### config.mk
export PLATFORM = sky130hd
export DESIGN_NAME = output_and_test_pattern_regs
export DESIGN_NICKNAME = d
export VERILOG_FILES = /design/src/inc/converter_regs_pkg.sv /design/src/rtl/output_and_test_pattern_regs.sv /design/src/rtl/pin_sync.sv
export SDC_FILE = /design/constraint.sdc
export NUM_CORES = 1
export LEC_CHECK = 0
export ABC_AREA = 1
export BUFFER_PORTS_ARGS = -buffer_cell sky130_fd_sc_hd__buf_2
export CORE_UTILIZATION = 40
export DETAILED_ROUTE_END_ITERATION = 8
export PLACE_DENSITY_LB_ADDON = 0.15
export SYNTH_ARGS = -nofsm -noshare
export SYNTH_HDL_FRONTEND = slang
export SYNTH_HIERARCHICAL = 1
export SYNTH_SLANG_ARGS = --single-unit
export TNS_END_PERCENT = 1
### constraint.sdc
create_clock -name clock -period 26.7 [get_ports clock]
set_clock_uncertainty 0.2 [all_clocks]
set_input_delay 1.335 -clock clock [delete_from_list [all_inputs] [get_ports clock]]
set_output_delay 1.335 -clock clock [all_outputs]
set_load 0.01 [all_outputs]
### src/inc/converter_regs_pkg.sv
`default_nettype none

package converter_regs_pkg;

	// ----------------------------------------------------------------
	// Widths
	// ----------------------------------------------------------------
	localparam int SAMPLE_WIDTH = 11;
	localparam int ADDR_WIDTH   = 13;
	localparam int INSTR_BITS   = 16;
	localparam int BANK_SIZE    = 13;
	localparam int INDEX_WIDTH  = 4;
	localparam int DELAY_WIDTH  = 12;

	// ----------------------------------------------------------------
	// Instruction word layout
	// ----------------------------------------------------------------
	localparam int INSTR_READ_BIT = 15;
	localparam logic [3:0] INSTR_LAST_BIT = 4'hF;
	localparam logic [3:0] BYTE_LAST_BIT  = 4'h7;

	// ----------------------------------------------------------------
	// Register offsets
	// ----------------------------------------------------------------
	localparam logic [ADDR_WIDTH-1:0] ADDR_OUTPUT_CONFIG       = 13'h0014;
	localparam logic [ADDR_WIDTH-1:0] ADDR_OUTPUT_DRIVE        = 13'h0015;
	localparam logic [ADDR_WIDTH-1:0] ADDR_DATA_CLOCK_POLARITY = 13'h0016;
	localparam logic [ADDR_WIDTH-1:0] ADDR_DATA_CLOCK_DELAY    = 13'h0017;
	localparam logic [ADDR_WIDTH-1:0] ADDR_FULL_SCALE_SELECT   = 13'h0018;
	localparam logic [ADDR_WIDTH-1:0] ADDR_PATTERN1_LOW        = 13'h0019;
	localparam logic [ADDR_WIDTH-1:0] ADDR_PATTERN1_HIGH       = 13'h001A;
	localparam logic [ADDR_WIDTH-1:0] ADDR_PATTERN2_LOW        = 13'h001B;
	localparam logic [ADDR_WIDTH-1:0] ADDR_PATTERN2_HIGH       = 13'h001C;
	localparam logic [ADDR_WIDTH-1:0] ADDR_PATTERN3_LOW        = 13'h001D;
	localparam logic [ADDR_WIDTH-1:0] ADDR_PATTERN3_HIGH       = 13'h001E;
	localparam logic [ADDR_WIDTH-1:0] ADDR_PATTERN4_LOW        = 13'h001F;
	localparam logic [ADDR_WIDTH-1:0] ADDR_PATTERN4_HIGH       = 13'h0020;
	localparam logic [ADDR_WIDTH-1:0] BANK_FIRST               = ADDR_OUTPUT_CONFIG;
	localparam logic [ADDR_WIDTH-1:0] BANK_LAST                = ADDR_PATTERN4_HIGH;

	// Bank indices (offset minus first offset)
	localparam int IDX_OUTPUT_CONFIG = 0;
	localparam int IDX_OUTPUT_DRIVE  = 1;
	localparam int IDX_POLARITY      = 2;
	localparam int IDX_DELAY         = 3;
	localparam int IDX_FULL_SCALE    = 4;
	localparam int IDX_PATTERN1_LOW  = 5;

	// ----------------------------------------------------------------
	// Field positions
	// ----------------------------------------------------------------
	localparam int OUT_DISABLE_BIT   = 4;
	localparam int OUT_INVERT_BIT    = 2;
	localparam int FORMAT_MSB        = 1;
	localparam int FORMAT_LSB        = 0;
	localparam int DRIVE_MSB         = 3;
	localparam int POLARITY_FLIP_BIT = 7;
	localparam int DELAY_ON_BIT      = 7;
	localparam int DELAY_CODE_MSB    = 4;
	localparam int SPAN_MSB          = 4;

	// Writable bits and reset values, one entry per bank index
	localparam logic [7:0] WRITE_MASK [BANK_SIZE] = '{
		8'h17, 8'h0F, 8'h80, 8'h9F, 8'h1F, 8'hFF, 8'hFF,
		8'hFF, 8'hFF, 8'hFF, 8'hFF, 8'hFF, 8'hFF};
	localparam logic [7:0] RESET_VALUE [BANK_SIZE] = '{
		8'h01, 8'h01, 8'h00, 8'h00, 8'h00, 8'h00, 8'h00,
		8'h00, 8'h00, 8'h00, 8'h00, 8'h00, 8'h00};

	// ----------------------------------------------------------------
	// Sample format codes
	// ----------------------------------------------------------------
	typedef enum logic [1:0] {
		FMT_OFFSET_BINARY = 2'h0,
		FMT_TWOS          = 2'h1,
		FMT_GRAY          = 2'h2,
		FMT_RESERVED      = 2'h3
	} sample_format_t;

	// ----------------------------------------------------------------
	// Data clock delay, in picoseconds
	// ----------------------------------------------------------------
	localparam int DELAY_BASE_PS = 100;
	localparam int DELAY_SPAN_PS = 3100;
	localparam int DELAY_CODE_MAX = 31;

endpackage

`default_nettype wire

### src/rtl/output_and_test_pattern_regs.sv
// Operation
// [RL1] Output-disable bit 4: 0 drives data outputs, 1 turns them off.
// [RL2] Output-invert bit 2 set inverts every output sample bit.
// [RL3] Format 00 offset binary, 01 twos complement (reset), 10 Gray; 11 reserved.
// [RL4] Delay enabled: clock delay is 100 ps plus 3100 ps times code over 31.
// [RL5] Pattern one word: low byte at 0x19, high byte at 0x1A.
// [RL6] Pattern two word: low byte at 0x1B, high byte at 0x1C.
// [RL7] Pattern three word: low byte at 0x1D, high byte at 0x1E.
// [RL8] Pattern four word: low byte at 0x1F, high byte at 0x20.
// [RL9] Five-bit full-scale code resets to 00000, passed unchanged to range control.
// [RL10] Open bits ignore writes and read zero; fields read back last write.
`timescale 1ns/1ps
`default_nettype none

module output_and_test_pattern_regs #(
	parameter int SAMPLE_WIDTH = converter_regs_pkg::SAMPLE_WIDTH
) (
	// Clock and reset
	input  wire logic                    clock,
	input  wire logic                    nrst,
	// Serial port pins
	input  wire logic                    sclk,
	input  wire logic                    csb,
	input  wire logic                    sdio_in,
	output var  logic                    sdio_out,
	output var  logic                    sdio_oe,
	// Converter core samples, offset binary
	input  wire logic [SAMPLE_WIDTH-1:0] sample_in,
	// Output port
	output var  logic [SAMPLE_WIDTH-1:0] data_out,
	output var  logic                    data_oe,
	output var  logic                    output_data_clock,
	output var  logic [11:0]             data_clock_delay_ps,
	// Analog controls
	output var  logic [3:0]              drive_strength,
	output var  logic [4:0]              full_scale_code,
	// User test patterns
	output var  logic [15:0]             test_pattern1,
	output var  logic [15:0]             test_pattern2,
	output var  logic [15:0]             test_pattern3,
	output var  logic [15:0]             test_pattern4
);

	// ----------------------------------------------------------------
	// Pin synchronisers
	// ----------------------------------------------------------------
	logic [2:0] pins_s;
	logic       sclk_s;
	logic       csb_s;
	logic       sdio_s;
	logic       sclk_prev;

	// Idle levels: clock low, select high, data low
	pin_sync #(
		.WIDTH (3),
		.IDLE  (3'h2)
	) u_pin_sync (
		.clock        (clock),
		.nrst         (nrst),
		.pin_in       ({sclk, csb, sdio_in}),
		.pin_sync_out (pins_s)
	);

	assign sclk_s = pins_s[2];
	assign csb_s  = pins_s[1];
	assign sdio_s = pins_s[0];

	// ----------------------------------------------------------------
	// Serial transfer state
	// ----------------------------------------------------------------
	typedef enum logic [1:0] {
		ST_IDLE,
		ST_INSTR,
		ST_DATA
	} spi_state_t;

	spi_state_t                                state;
	spi_state_t                                next_state;
	logic [3:0]                                bit_count;
	logic [converter_regs_pkg::INSTR_BITS-1:0] shift_in;
	logic [converter_regs_pkg::ADDR_WIDTH-1:0] addr;
	logic                                      is_read;
	logic [7:0]                                out_shift;

	wire sclk_rise = sclk_s & ~sclk_prev;
	wire sclk_fall = ~sclk_s & sclk_prev;
	wire selected  = ~csb_s;

	wire [converter_regs_pkg::INSTR_BITS-1:0] word_in = {shift_in[14:0], sdio_s};
	wire [7:0] byte_in = word_in[7:0];

	wire instr_done = (state == ST_INSTR) && sclk_rise
		&& (bit_count == converter_regs_pkg::INSTR_LAST_BIT);
	wire byte_done  = (state == ST_DATA) && sclk_rise
		&& (bit_count == converter_regs_pkg::BYTE_LAST_BIT);
	wire instr_read = word_in[converter_regs_pkg::INSTR_READ_BIT];
	wire [converter_regs_pkg::ADDR_WIDTH-1:0] instr_addr =
		word_in[converter_regs_pkg::ADDR_WIDTH-1:0];
	wire [converter_regs_pkg::ADDR_WIDTH-1:0] addr_down =
		addr - {{(converter_regs_pkg::ADDR_WIDTH-1){1'b0}}, 1'b1};

	always_comb begin
		next_state = state;
		unique case (state)
			ST_IDLE: begin
				if (selected) begin
					next_state = ST_INSTR;
				end
			end
			ST_INSTR: begin
				if (!selected) begin
					next_state = ST_IDLE;
				end else if (instr_done) begin
					next_state = ST_DATA;
				end
			end
			ST_DATA: begin
				if (!selected) begin
					next_state = ST_IDLE;
				end
			end
		endcase
	end

	always_ff @(posedge clock) begin
		if (!nrst) begin
			state     <= ST_IDLE;
			sclk_prev <= 1'b0;
		end else begin
			state     <= next_state;
			sclk_prev <= sclk_s;
		end
	end

	// Bit counter and input shifter; restart on every deselect
	always_ff @(posedge clock) begin
		if (!nrst || !selected) begin
			bit_count <= 4'h0;
			shift_in  <= 16'h0000;
		end else if (instr_done || byte_done) begin
			bit_count <= 4'h0;
			shift_in  <= word_in;
		end else if (sclk_rise) begin
			bit_count <= bit_count + 4'h1;
			shift_in  <= word_in;
		end
	end

	// Address captured from the instruction, stepping down per byte
	always_ff @(posedge clock) begin
		if (!nrst) begin
			addr    <= 13'h0000;
			is_read <= 1'b0;
		end else if (instr_done) begin
			addr    <= instr_addr;
			is_read <= instr_read;
		end else if (byte_done) begin
			addr    <= addr_down;
		end
	end

	// ----------------------------------------------------------------
	// Register bank
	// ----------------------------------------------------------------
	logic [7:0] bank [converter_regs_pkg::BANK_SIZE];

	// Only whole bytes that land inside the bank are written
	wire write_hit = byte_done && !is_read
		&& (addr >= converter_regs_pkg::BANK_FIRST)
		&& (addr <= converter_regs_pkg::BANK_LAST);
	wire [converter_regs_pkg::ADDR_WIDTH-1:0] write_offset =
		addr - converter_regs_pkg::BANK_FIRST;
	wire [3:0] write_index = write_offset[3:0];

	genvar gi;
	generate
		for (gi = 0; gi < converter_regs_pkg::BANK_SIZE; gi++) begin : g_bank
			always_ff @(posedge clock) begin
				if (!nrst) begin
					bank[gi] <= converter_regs_pkg::RESET_VALUE[gi];
				// [RL10] Open bits masked
				end else if (write_hit && (write_index == 4'(gi))) begin
					bank[gi] <= byte_in & converter_regs_pkg::WRITE_MASK[gi];
				end
			end
		end
	endgenerate

	// ----------------------------------------------------------------
	// Read path
	// ----------------------------------------------------------------
	// Read address: instruction address first, then the next lower byte
	wire [converter_regs_pkg::ADDR_WIDTH-1:0] read_addr =
		(state == ST_INSTR) ? instr_addr : addr_down;
	wire read_hit = (read_addr >= converter_regs_pkg::BANK_FIRST)
		&& (read_addr <= converter_regs_pkg::BANK_LAST);
	wire [converter_regs_pkg::ADDR_WIDTH-1:0] read_offset =
		read_addr - converter_regs_pkg::BANK_FIRST;
	// [RL10] Unmapped reads zero
	wire [7:0] read_byte = read_hit ? bank[read_offset[3:0]] : 8'h00;

	// ----------------------------------------------------------------
	// Serial data out
	// ----------------------------------------------------------------
	// Load on the last rise of a byte, shift out on each fall
	always_ff @(posedge clock) begin
		if (!nrst) begin
			out_shift <= 8'h00;
			sdio_out  <= 1'b0;
			sdio_oe   <= 1'b0;
		end else if (!selected) begin
			sdio_oe   <= 1'b0;
		end else if ((instr_done && instr_read) || (byte_done && is_read)) begin
			out_shift <= read_byte;
			sdio_oe   <= 1'b1;
		end else if ((state == ST_DATA) && is_read && sclk_fall) begin
			sdio_out  <= out_shift[7];
			out_shift <= {out_shift[6:0], 1'b0};
		end
	end

	// ----------------------------------------------------------------
	// Register fields
	// ----------------------------------------------------------------
	wire [7:0] cfg   = bank[converter_regs_pkg::IDX_OUTPUT_CONFIG];
	wire [7:0] delay = bank[converter_regs_pkg::IDX_DELAY];

	wire out_disable   = cfg[converter_regs_pkg::OUT_DISABLE_BIT];
	wire out_invert    = cfg[converter_regs_pkg::OUT_INVERT_BIT];
	wire [1:0] fmt_code =
		cfg[converter_regs_pkg::FORMAT_MSB:converter_regs_pkg::FORMAT_LSB];
	wire polarity_flip = bank[converter_regs_pkg::IDX_POLARITY][converter_regs_pkg::POLARITY_FLIP_BIT];
	wire data_clock_delay_on = delay[converter_regs_pkg::DELAY_ON_BIT];
	wire [4:0] delay_code = delay[converter_regs_pkg::DELAY_CODE_MSB:0];

	// ----------------------------------------------------------------
	// Sample formatting
	// ----------------------------------------------------------------
	logic [SAMPLE_WIDTH-1:0] formatted;

	// [RL3] Format select
	always_comb begin
		unique case (converter_regs_pkg::sample_format_t'(fmt_code))
			converter_regs_pkg::FMT_OFFSET_BINARY: formatted = sample_in;
			converter_regs_pkg::FMT_TWOS:
				formatted = {~sample_in[SAMPLE_WIDTH-1], sample_in[SAMPLE_WIDTH-2:0]};
			converter_regs_pkg::FMT_GRAY: formatted = sample_in ^ (sample_in >> 1);
			// Reserved code: pass offset binary
			converter_regs_pkg::FMT_RESERVED: formatted = sample_in;
		endcase
	end

	// [RL2] Invert all bits
	wire [SAMPLE_WIDTH-1:0] next_data = formatted ^ {SAMPLE_WIDTH{out_invert}};

	// ----------------------------------------------------------------
	// Data clock delay and output registers
	// ----------------------------------------------------------------
	localparam int DELAY_WIDTH_L = converter_regs_pkg::DELAY_WIDTH;

	// [RL4] Delay in picoseconds, exact for every code
	wire [DELAY_WIDTH_L-1:0] delay_calc = DELAY_WIDTH_L'(converter_regs_pkg::DELAY_BASE_PS
		+ (converter_regs_pkg::DELAY_SPAN_PS * int'(delay_code)) / converter_regs_pkg::DELAY_CODE_MAX);

	// Divide-by-two phase behind the output data clock
	logic clock_phase;

	always_ff @(posedge clock) begin
		if (!nrst) begin
			data_out            <= '0;
			data_oe             <= 1'b0;
			clock_phase         <= 1'b0;
			output_data_clock   <= 1'b0;
			data_clock_delay_ps <= 12'h000;
		end else begin
			data_out            <= next_data;
			// [RL1] Output disable
			data_oe             <= ~out_disable;
			clock_phase         <= ~clock_phase;
			output_data_clock   <= ~clock_phase ^ polarity_flip;
			// [RL4] Delay when enabled
			data_clock_delay_ps <= data_clock_delay_on ? delay_calc : 12'h000;
		end
	end

	// ----------------------------------------------------------------
	// Analog controls and patterns, straight from the bank
	// ----------------------------------------------------------------
	assign drive_strength  = bank[converter_regs_pkg::IDX_OUTPUT_DRIVE][converter_regs_pkg::DRIVE_MSB:0];
	// [RL9] Span code pass-through
	assign full_scale_code = bank[converter_regs_pkg::IDX_FULL_SCALE][converter_regs_pkg::SPAN_MSB:0];
	// [RL5] Pattern one word
	assign test_pattern1 = {bank[converter_regs_pkg::IDX_PATTERN1_LOW + 1], bank[converter_regs_pkg::IDX_PATTERN1_LOW]};
	// [RL6] Pattern two word
	assign test_pattern2 = {bank[converter_regs_pkg::IDX_PATTERN1_LOW + 3], bank[converter_regs_pkg::IDX_PATTERN1_LOW + 2]};
	// [RL7] Pattern three word
	assign test_pattern3 = {bank[converter_regs_pkg::IDX_PATTERN1_LOW + 5], bank[converter_regs_pkg::IDX_PATTERN1_LOW + 4]};
	// [RL8] Pattern four word
	assign test_pattern4 = {bank[converter_regs_pkg::IDX_PATTERN1_LOW + 7], bank[converter_regs_pkg::IDX_PATTERN1_LOW + 6]};

endmodule

`default_nettype wire

### src/rtl/pin_sync.sv
`timescale 1ns/1ps
`default_nettype none

// ----------------------------------------------------------------
// Two-stage synchroniser for pin inputs
// ----------------------------------------------------------------
module pin_sync #(
	parameter int WIDTH = 1,
	parameter logic [WIDTH-1:0] IDLE = '0
) (
	// Clock and reset
	input  wire logic             clock,
	input  wire logic             nrst,
	// Pins and synchronised levels
	input  wire logic [WIDTH-1:0] pin_in,
	output var  logic [WIDTH-1:0] pin_sync_out
);

	logic [WIDTH-1:0] stage1;

	always_ff @(posedge clock) begin
		if (!nrst) begin
			stage1       <= IDLE;
			pin_sync_out <= IDLE;
		end else begin
			stage1       <= pin_in;
			pin_sync_out <= stage1;
		end
	end

endmodule

`default_nettype wire

---- Yosys cells after proc, flatten, opt, wreduce, memory -nomap -nowiden ----
Memory sizes are Yosys's and may differ from the RTL's.
Index checks and enable logic that the tools add are counted.
operators by class
  add/subtract/negate cells ............... 5
  div/mod/pow operators ................... 1
  reduce and logical (&&, ||, !) cells .... 43
  bitwise operators ....................... 26
  multipliers ............................. 1
  multiplexer cells ....................... 67
  eq/ne operators ......................... 22
  order comparisons ....................... 4
operators with widths
  cell                                                                count
  2-to-1 mux 8 bit                                                    16
  2-to-1 mux 1 bit                                                    40
  2-to-1 mux 13 bit                                                   3
  one-hot mux 11 bit (3 select lines)                                 1
  divider 32 x 6 -> 32 bit, second input constant                     1
  2-to-1 mux 15 bit                                                   2
  greater-or-equal comparator 13 x 5 -> 1 bit, second input constant  2
  <= comparator 13 x 6 -> 1 bit, second input constant                2
  logical AND 1 bit                                                   25
  equality test 4 bit, second input constant                          6
  equality test 4 x 3 -> 1 bit, second input constant                 5
  multiplier 10 x 5 -> 15 bit, first input constant                   1
  OR 1 bit                                                            13
  subtractor 13 x 1 -> 13 bit, second input constant                  1
  adder 8 x 12 -> 12 bit, first input constant                        1
  XOR 11 x 10 -> 11 bit                                               1
  XOR 11 bit                                                          1
  equality test 4 x 2 -> 1 bit, second input constant                 2
  2-to-1 mux 2 bit                                                    4
  NOT 1 bit                                                           8
  subtractor 4 x 3 -> 4 bit, second input constant                    2
  equality test 2 bit, second input constant                          3
  one-hot mux 2 bit (3 select lines)                                  1
  AND reduction 3 bit                                                 2
  other kinds (15)                                                    26
word-level totals
  memories ................................ 1
  word-level logic and storage cells ...... 186
  bits in writable memories ............... 104
  register bits ........................... 78
memories
  name  words  width  read ports  clocked after memory_dff  write ports  line                                 text
  bank  13     8      14          0                         13           output_and_test_pattern_regs.sv:165  logic [7:0] bank [converter_regs_pkg::BANK_SIZE];

---- Longest topological paths before layout ----
Gate-level depths: netlist of run 1.
  depth after elaboration ................. 12
  gate-level depth with buffers ........... 83
  mapped depth without buffers ............ 81

---- By module ----
The synthesis of run 1 kept the hierarchy.
by module, submodules not included
  module                        area each (um^2)  instances  cells an instance  seq. area each (um^2)
  output_and_test_pattern_regs  11823.8           1          1696               3963.8
  pin_sync                      165.2             1          18                 120.1

---- Least setup slack after synthesis of run 1 ----
OpenSTA, ideal clock, no wires.
  path type ............................... register -> register
  start ................................... memory bank[3][3]
  end ..................................... register data_clock_delay_ps[0]
  period minus slack after synthesis ...... 8853 ps
  path buffers ............................ 2
  data required time ...................... 26379 ps
  path slack .............................. 17847 ps
  stages on the path, launching flop included .. 73
  arrival time ............................ 8532 ps
  library setup time ...................... 121 ps
  cells stage by stage .................... edfxtp_1 -> fa_1 -> ha_1 -> ha_1 -> ha_1 -> nand2_1 -> nor2_1 -> nand2_1 -> nand3_2 -> nand2_1 -> nand3_1 -> nand2_1 -> nor2_1 -> nand3_1 -> nand2_1 -> inv_1 -> ha_1 -> inv_1 -> [37 not listed] -> nand3_1 -> nor2_2 -> nand2_1 -> nand2_1 -> nand2_1 -> inv_1 -> ha_1 -> nand2_1 -> a21oi_2 -> nand3_1 -> nand2_1 -> nand2_1 -> nand2_1 -> nand2_1 -> nor2_1 -> nand3_1 -> nor2_1 -> nor2_1
RTL lines
  element                 line                                 text
  start: declaration      output_and_test_pattern_regs.sv:165
  end signal: assignment  output_and_test_pattern_regs.sv:282  data_clock_delay_ps <= data_clock_delay_on ? delay_calc : 12'h000;
  end: declaration        output_and_test_pattern_regs.sv:33   output var logic [11:0] data_clock_delay_ps,

==> impl_metrics.env, run 1 <==
export IMPL_outcome="finished, final reports clean"
export IMPL_internal_power_uw=679
export IMPL_ys_async_sr_fraction=0
export IMPL_root_buffer="clkbuf_16"
export IMPL_routed_wl_mm=36.4
export IMPL_cp_top_family="simple AND/OR/NAND/NOR gates"
export IMPL_cp_data_arrival_time_ns=10.81
export IMPL_crit_path_frequent_cell="nand2_1"
export IMPL_finalInstanceArea_um2=13500
export IMPL_ios=116
export IMPL_path_buf_inv=6
export IMPL_fillers=3058
export IMPL_fmax_mhz=93.6
export IMPL_synthCells=1714
export IMPL_power_leakage_nw=6.18
export IMPL_net_switching_power_uw=735
export IMPL_yosysSeqAreaShare=0.341
export IMPL_post_cts_setup_buffer_count=0
export IMPL_clock_latency_ns=0.45
export IMPL_ys_types=62
export IMPL_hold_viol_final=0
export IMPL_drive_gt1_frac=0.153
export IMPL_irDropWorstVdd_v=0.0000658
export IMPL_slew_viol_final=0
export IMPL_met3_usage=0.0490
export IMPL_clock_sinks=162
export IMPL_final_util=0.455
export IMPL_syn_cell_area_um2=12000
export IMPL_start_util=0.406
export IMPL_synth_seq_cells=162
export IMPL_syn_to_final_growth_pct=12.3
export IMPL_cts_repair_resized=0
export IMPL_antennaDiodeCount=0
export IMPL_grt_max_degree=50
export IMPL_dieArea_um2=30700
export IMPL_power_density_nw_per_um2=105
export IMPL_fp_dieW_um=175
export IMPL_numCtsBuffers=17
export IMPL_p_clk_frac=0.177
export IMPL_wire_per_inst_um=16.5
export IMPL_syn_num_nets=1781
export IMPL_fp_row_count=63
export IMPL_place_inst=2181
export IMPL_swShare=0.520
export IMPL_final_setup_tns_ns=0
export IMPL_fin_cells=2213
export IMPL_fin_crit_sh=0.400
export IMPL_tightest_slew_ns=1.11
export IMPL_cts_max_level=4
export IMPL_synth_warnings=6
export IMPL_critPathMaxFanout=14
export IMPL_setup_viol=0
export IMPL_slew_headroom=0.249
export IMPL_drc=0
export IMPL_clock_path_buffers=2
export IMPL_top_usage_layer="met2"
export IMPL_rsz0062_at_grt="no"
export IMPL_dr_pass1_iters=6
export IMPL_use_met2=0.417
export IMPL_synth_ff_type="edfxtp_1"
export IMPL_synth_edf_count=84
export IMPL_fp_dieH_um=175
export IMPL_holdCritPathClass="flop to flop"
export IMPL_cts_hold_buf=0
export IMPL_grt_remaining_overflow=0
export IMPL_startpoint_type="flop"
export IMPL_nNetsFinal=1877
export IMPL_slowest_stage="edfxtp_1"
export IMPL_grt_pass1_vias=11100
export IMPL_vias=11600
export IMPL_grt_use_met1=0.301
export IMPL_drt_iter0_drc=786
export IMPL_detailed_place_hpwl_mm=28.0
export IMPL_placed_cell_area_um2=12900
export IMPL_worst_ep_required_time_ns=26.82
export IMPL_seqPwrFrac=0.197
export IMPL_maxCapViolCount=0
export IMPL_cts_tree="done"
export IMPL_min_period_ns=10.69
export IMPL_antenna_found_initial=0
export IMPL_p_comb_frac=0.626
export IMPL_track_usage=0.242
export IMPL_cpPeakStageDelay_ns=0.51
export IMPL_ant_nets=0
export IMPL_syn_area_per_cell_um2=6.99
export IMPL_core_area_um2=29600
export IMPL_grt_pass1_wl_mm=58.3
export IMPL_gp_congestion=0.925
export IMPL_port_buffers=115
export IMPL_cp_end_kind="flop"
export IMPL_cts_clk_slew_worst_paths_ns=0.07
export IMPL_vias_per_cell=5.26
export IMPL_power_total_mw=1.41
export IMPL_criticalPathCategory="flop to flop"
## final timing paths
path / slack (ns) / to / cells past startpoint / from
max: 16.01 / data_clock_delay_ps[0] / 68 / bank[3][4]
min: 0.22 / u_pin_sync/pin_sync_out[1] / 2 / u_pin_sync/stage1[1]
min reg2reg: 0.22 / u_pin_sync/pin_sync_out[1] / 2 / u_pin_sync/stage1[1]
max reg2reg: 16.01 / data_clock_delay_ps[0] / 68 / bank[3][4]
## cells in the final DEF (no fill, tap or decap), types with 14 or more instances in the layout
cell type / Yosys / routed
a21oi_1: 72 / 72
buf_2: 2 / 115
clkbuf_16: 0 / 17
dfxtp_1: 78 / 78
edfxtp_1: 84 / 84
ha_1: 48 / 48
inv_1: 203 / 203
inv_2: 14 / 14
nand2_1: 434 / 434
nand2_2: 41 / 41
nand3_1: 114 / 114
nand3_2: 15 / 15
nand4_1: 29 / 29
nor2_1: 225 / 225
nor3_1: 22 / 22
o21ai_0: 107 / 107
xnor2_1: 14 / 14
xor2_1: 23 / 23
## sequential cells by signal, indices dropped and copies added, names as in the netlist, 4 cells and up
name                 cells
out_shift                8
bit_count                4
shift_in                15
addr                    13
bank                    84
data_out                11
data_clock_delay_ps     12
## cell type report
class,instances,area [um2],share of cell area
multi-input cells,1286,6870,0.510
flip-flops and latches,162,4080,0.303
inverters,224,841,0.0625
repair buffers,119,606,0.0450
well taps,390,488,0.0362
clock buffers,19,433,0.0322
clock inverters,13,145,0.0108
## power by group through the flow
stage | registers (mW) | clock network [mW] | logic, mW
after CTS | 0.279 | 0.252 | 0.882
after floorplan | 0.288 | 0 | 0.697
after detailed placement | 0.285 | 0 | 0.876
after global routing | 0.281 | 0.261 | 1.00
after global placement | 0.285 | 0 | 0.879
final | 0.279 | 0.250 | 0.886
## tightest hold or removal path, cell delays in order, from the launching register on
cell and delay (ns):
dfxtp_1 0.31, inv_1 0.03, nand2_1 0.05
## cells by family (layout without fill, tap and decap cells)
kind of cell,Yosys count,after routing,share of synthesized area
compound gates,248,248,0.120
xor+xnor,38,38,0.0284
fa+ha+maj,51,51,0.0551
buf+inv,266,375,0.0866
flops,162,162,0.341
mux,1,1,0.000835
simple gates,948,948,0.368
## per-stage QoR
stage	setup slack [ns]	hold WS, ns
final	16.01	0.216
after global routing	14.75	0.240
after CTS	16.01	0.221
after detailed placement	16.07	0.207
after global placement	16.32	0.202
after floorplan	17.85	0.180
## synth_stat cells, types with 6 or more instances
cell | instances | area (um2)
nand2_1 | 434 | 1630
nor2_1 | 225 | 845
inv_1 | 203 | 762
nand3_1 | 114 | 571
o21ai_0 | 107 | 536
edfxtp_1 | 84 | 2520
dfxtp_1 | 78 | 1560
a21oi_1 | 72 | 360
ha_1 | 48 | 601
nand2_2 | 41 | 257
clkbuf_1 | 33 | 124
nand4_1 | 29 | 181
xor2_1 | 23 | 201
nor3_1 | 22 | 110
nand3_2 | 15 | 150
inv_2 | 14 | 52.6
xnor2_1 | 14 | 123
nor2_2 | 13 | 81.3
a31oi_1 | 12 | 75.1
nand2_4 | 10 | 113
nor2_4 | 8 | 90.1
clkinv_1 | 7 | 26.3
nand4_2 | 7 | 87.6
a211oi_1 | 6 | 45.0
nand3_4 | 6 | 105
nand3b_1 | 6 | 45.0
nor4_1 | 6 | 37.5
o211ai_1 | 6 | 45.0
o221ai_1 | 6 | 52.6
## routing by layer
metal / wire, um / up-vias
li1: - / 5826
met1: 15900 / 5448
met2: 17700 / 314
met3: 2190 / 52
met4: 727 / 0
met5: 0 / -
Power figures use the tool's default switching activity.
==> run 2, diff against run 1 <==
- clock period: 26.7 -> 9.7 ns (I/O delays scaled with it)
==> impl_metrics.env, run 2 (synthesis gave the netlist of run 1 again) <==
export IMPL_maxCapViolCount=0
export IMPL_track_usage=0.243
export IMPL_power_leakage_nw=6.64
export IMPL_clock_path_buffers=2
export IMPL_slew_viol_final=0
export IMPL_routed_wl_mm=38.4
export IMPL_vias=12000
export IMPL_cp_end_kind="flop"
export IMPL_tightest_slew_ns=1.23
export IMPL_slowest_stage="fa_1"
export IMPL_antenna_found_initial=0
export IMPL_finalInstanceArea_um2=14800
export IMPL_post_place_ws_ns=-0.0990
export IMPL_largest_register="bank"
export IMPL_port_buffers=115
export IMPL_critPathMaxFanout=7
export IMPL_ant_nets=0
export IMPL_largest_register_ffs=84
export IMPL_ios=116
export IMPL_min_period_ns=9.25
export IMPL_dieArea_um2=30700
export IMPL_grt_pass1_vias=11100
export IMPL_start_util=0.406
export IMPL_ff2ff_path_depth=68
export IMPL_slew_headroom=0.174
export IMPL_fp_dieW_um=175
export IMPL_drc=0
export IMPL_syn_to_final_growth_pct=23.7
export IMPL_hold_viol_final=0
export IMPL_cts_hold_buf=0
export IMPL_nNetsFinal=1946
export IMPL_fp_dieH_um=175
export IMPL_grt_max_degree=50
export IMPL_drt_iter0_drc=775
export IMPL_vias_per_cell=5.26
export IMPL_placed_cell_area_um2=13000
export IMPL_cp_data_arrival_time_ns=9.36
export IMPL_reg_top3="bank (84), shift_in (15), addr (13)"
export IMPL_setup_viol=0
export IMPL_core_area_um2=29600
export IMPL_most_common_layout_cells="nand2_1, nor2_1, inv_1"
export IMPL_final_util=0.502
export IMPL_drive_gt1_frac=0.243
export IMPL_antennaDiodeCount=0
export IMPL_grt_remaining_overflow=0
export IMPL_fp_row_count=63
export IMPL_crit_path_frequent_cell="nand2_2"
export IMPL_hold_depth=3
export IMPL_cts_clk_slew_worst_paths_ns=0.07
export IMPL_dr_pass1_iters=7
export IMPL_numCtsBuffers=17
export IMPL_detailed_place_hpwl_mm=28.1
export IMPL_wire_per_inst_um=16.8
export IMPL_root_buffer="clkbuf_16"
export IMPL_setup_ws_ns=0.454
export IMPL_worst_ep_required_time_ns=9.81
export IMPL_criticalPathCategory="flop to flop"
export IMPL_cts_tree="done"
export IMPL_fin_crit_sh=0.953
export IMPL_grt_pass1_wl_mm=58.4
export IMPL_clock_latency_ns=0.44
export IMPL_startpoint_type="flop"
export IMPL_irDropWorstVdd_v=0.000268
export IMPL_gp_congestion=0.911
export IMPL_layout_commonest_cell="nand2_1"
export IMPL_fillers=2979
export IMPL_holdCritPathClass="input pin to flop"
export IMPL_cpPeakStageDelay_ns=0.59
export IMPL_power_density_nw_per_um2=310
export IMPL_cts_max_level=4
export IMPL_fmax_mhz=108
export IMPL_clock_sinks=162
export IMPL_outcome="finished, final reports clean"
==> run 2: where the power goes <==
part | switching (mW) | leakage (nW) | total (mW) | internal (mW)
clock network | 0.325 | 0.289 | 0.689 | 0.364
registers | 0.0179 | 1.44 | 0.768 | 0.750
logic | 2.04 | 4.91 | 3.14 | 1.10
total | 2.38 | 6.64 | 4.60 | 2.22
==> run 2: per-stage QoR <==
stage          TNS, ns  cells  power, mW  hold slack, ns
2_1_floorplan        0   1714       2.71           0.180
3_3_place_gp         0   2202       3.24           0.191
3_5_place_dp   -0.0990   2202       3.23           0.198
4_1_cts              0   2235       3.94          0.0113
5_1_grt         -0.278   2282       4.97          0.0233
6_report             0   2282       4.60          0.0241
==> run 2: critical path, delay by kind of cell (launching register included) <==
kind	cells	cell delay, ns
AND/OR/NAND/NOR	51	5.36
AO/OA/AOI/OAI	3	0.31
adder cells (fa/ha/maj)	6	1.68
XOR/XNOR	1	0.25
flip-flops	1	0.47
buffers and inverters	7	0.81
==> run 2: final cells by class <==
| class | instances | area (um2) | share of cell area |
|---|---|---|---|
| Tap cell | 390 | 488 | 0.0329 |
| Clock buffer | 18 | 429 | 0.0289 |
| Clock inverter | 14 | 148 | 0.00996 |
| Inverter | 224 | 848 | 0.0572 |
| Multi-Input combinational cell | 1289 | 7720 | 0.521 |
| Sequential cell | 162 | 4080 | 0.275 |
| Timing Repair Buffer | 185 | 1110 | 0.0748 |
==> run 2: worst paths after layout <==
kind                   startpoint                          to  slack [ns]
min reg2reg  u_pin_sync/stage1[1]  u_pin_sync/pin_sync_out[1]        0.21
min                           csb        u_pin_sync/stage1[1]        0.02
max                    bank[3][3]      data_clock_delay_ps[0]        0.45
max reg2reg            bank[3][3]      data_clock_delay_ps[0]        0.45
==> run 2: layer usage <==
layer,wire [um],share of wire,up-vias,GRT usage
met5,0,0,-,0
met1,16300,0.42,5656,0.301
li1,-,-,5974,-
met4,698,0.018,0,0.0699
met3,2250,0.059,50,0.0509
met2,19200,0.50,325,0.422
==> run 2: timing repair <==
action                     4_1_cts  5_1_grt
gates cloned                     0        3
setup endpoints to repair        1        5
pin swaps                        2       65
resized for setup                7      174
buffers inserted                 1       44
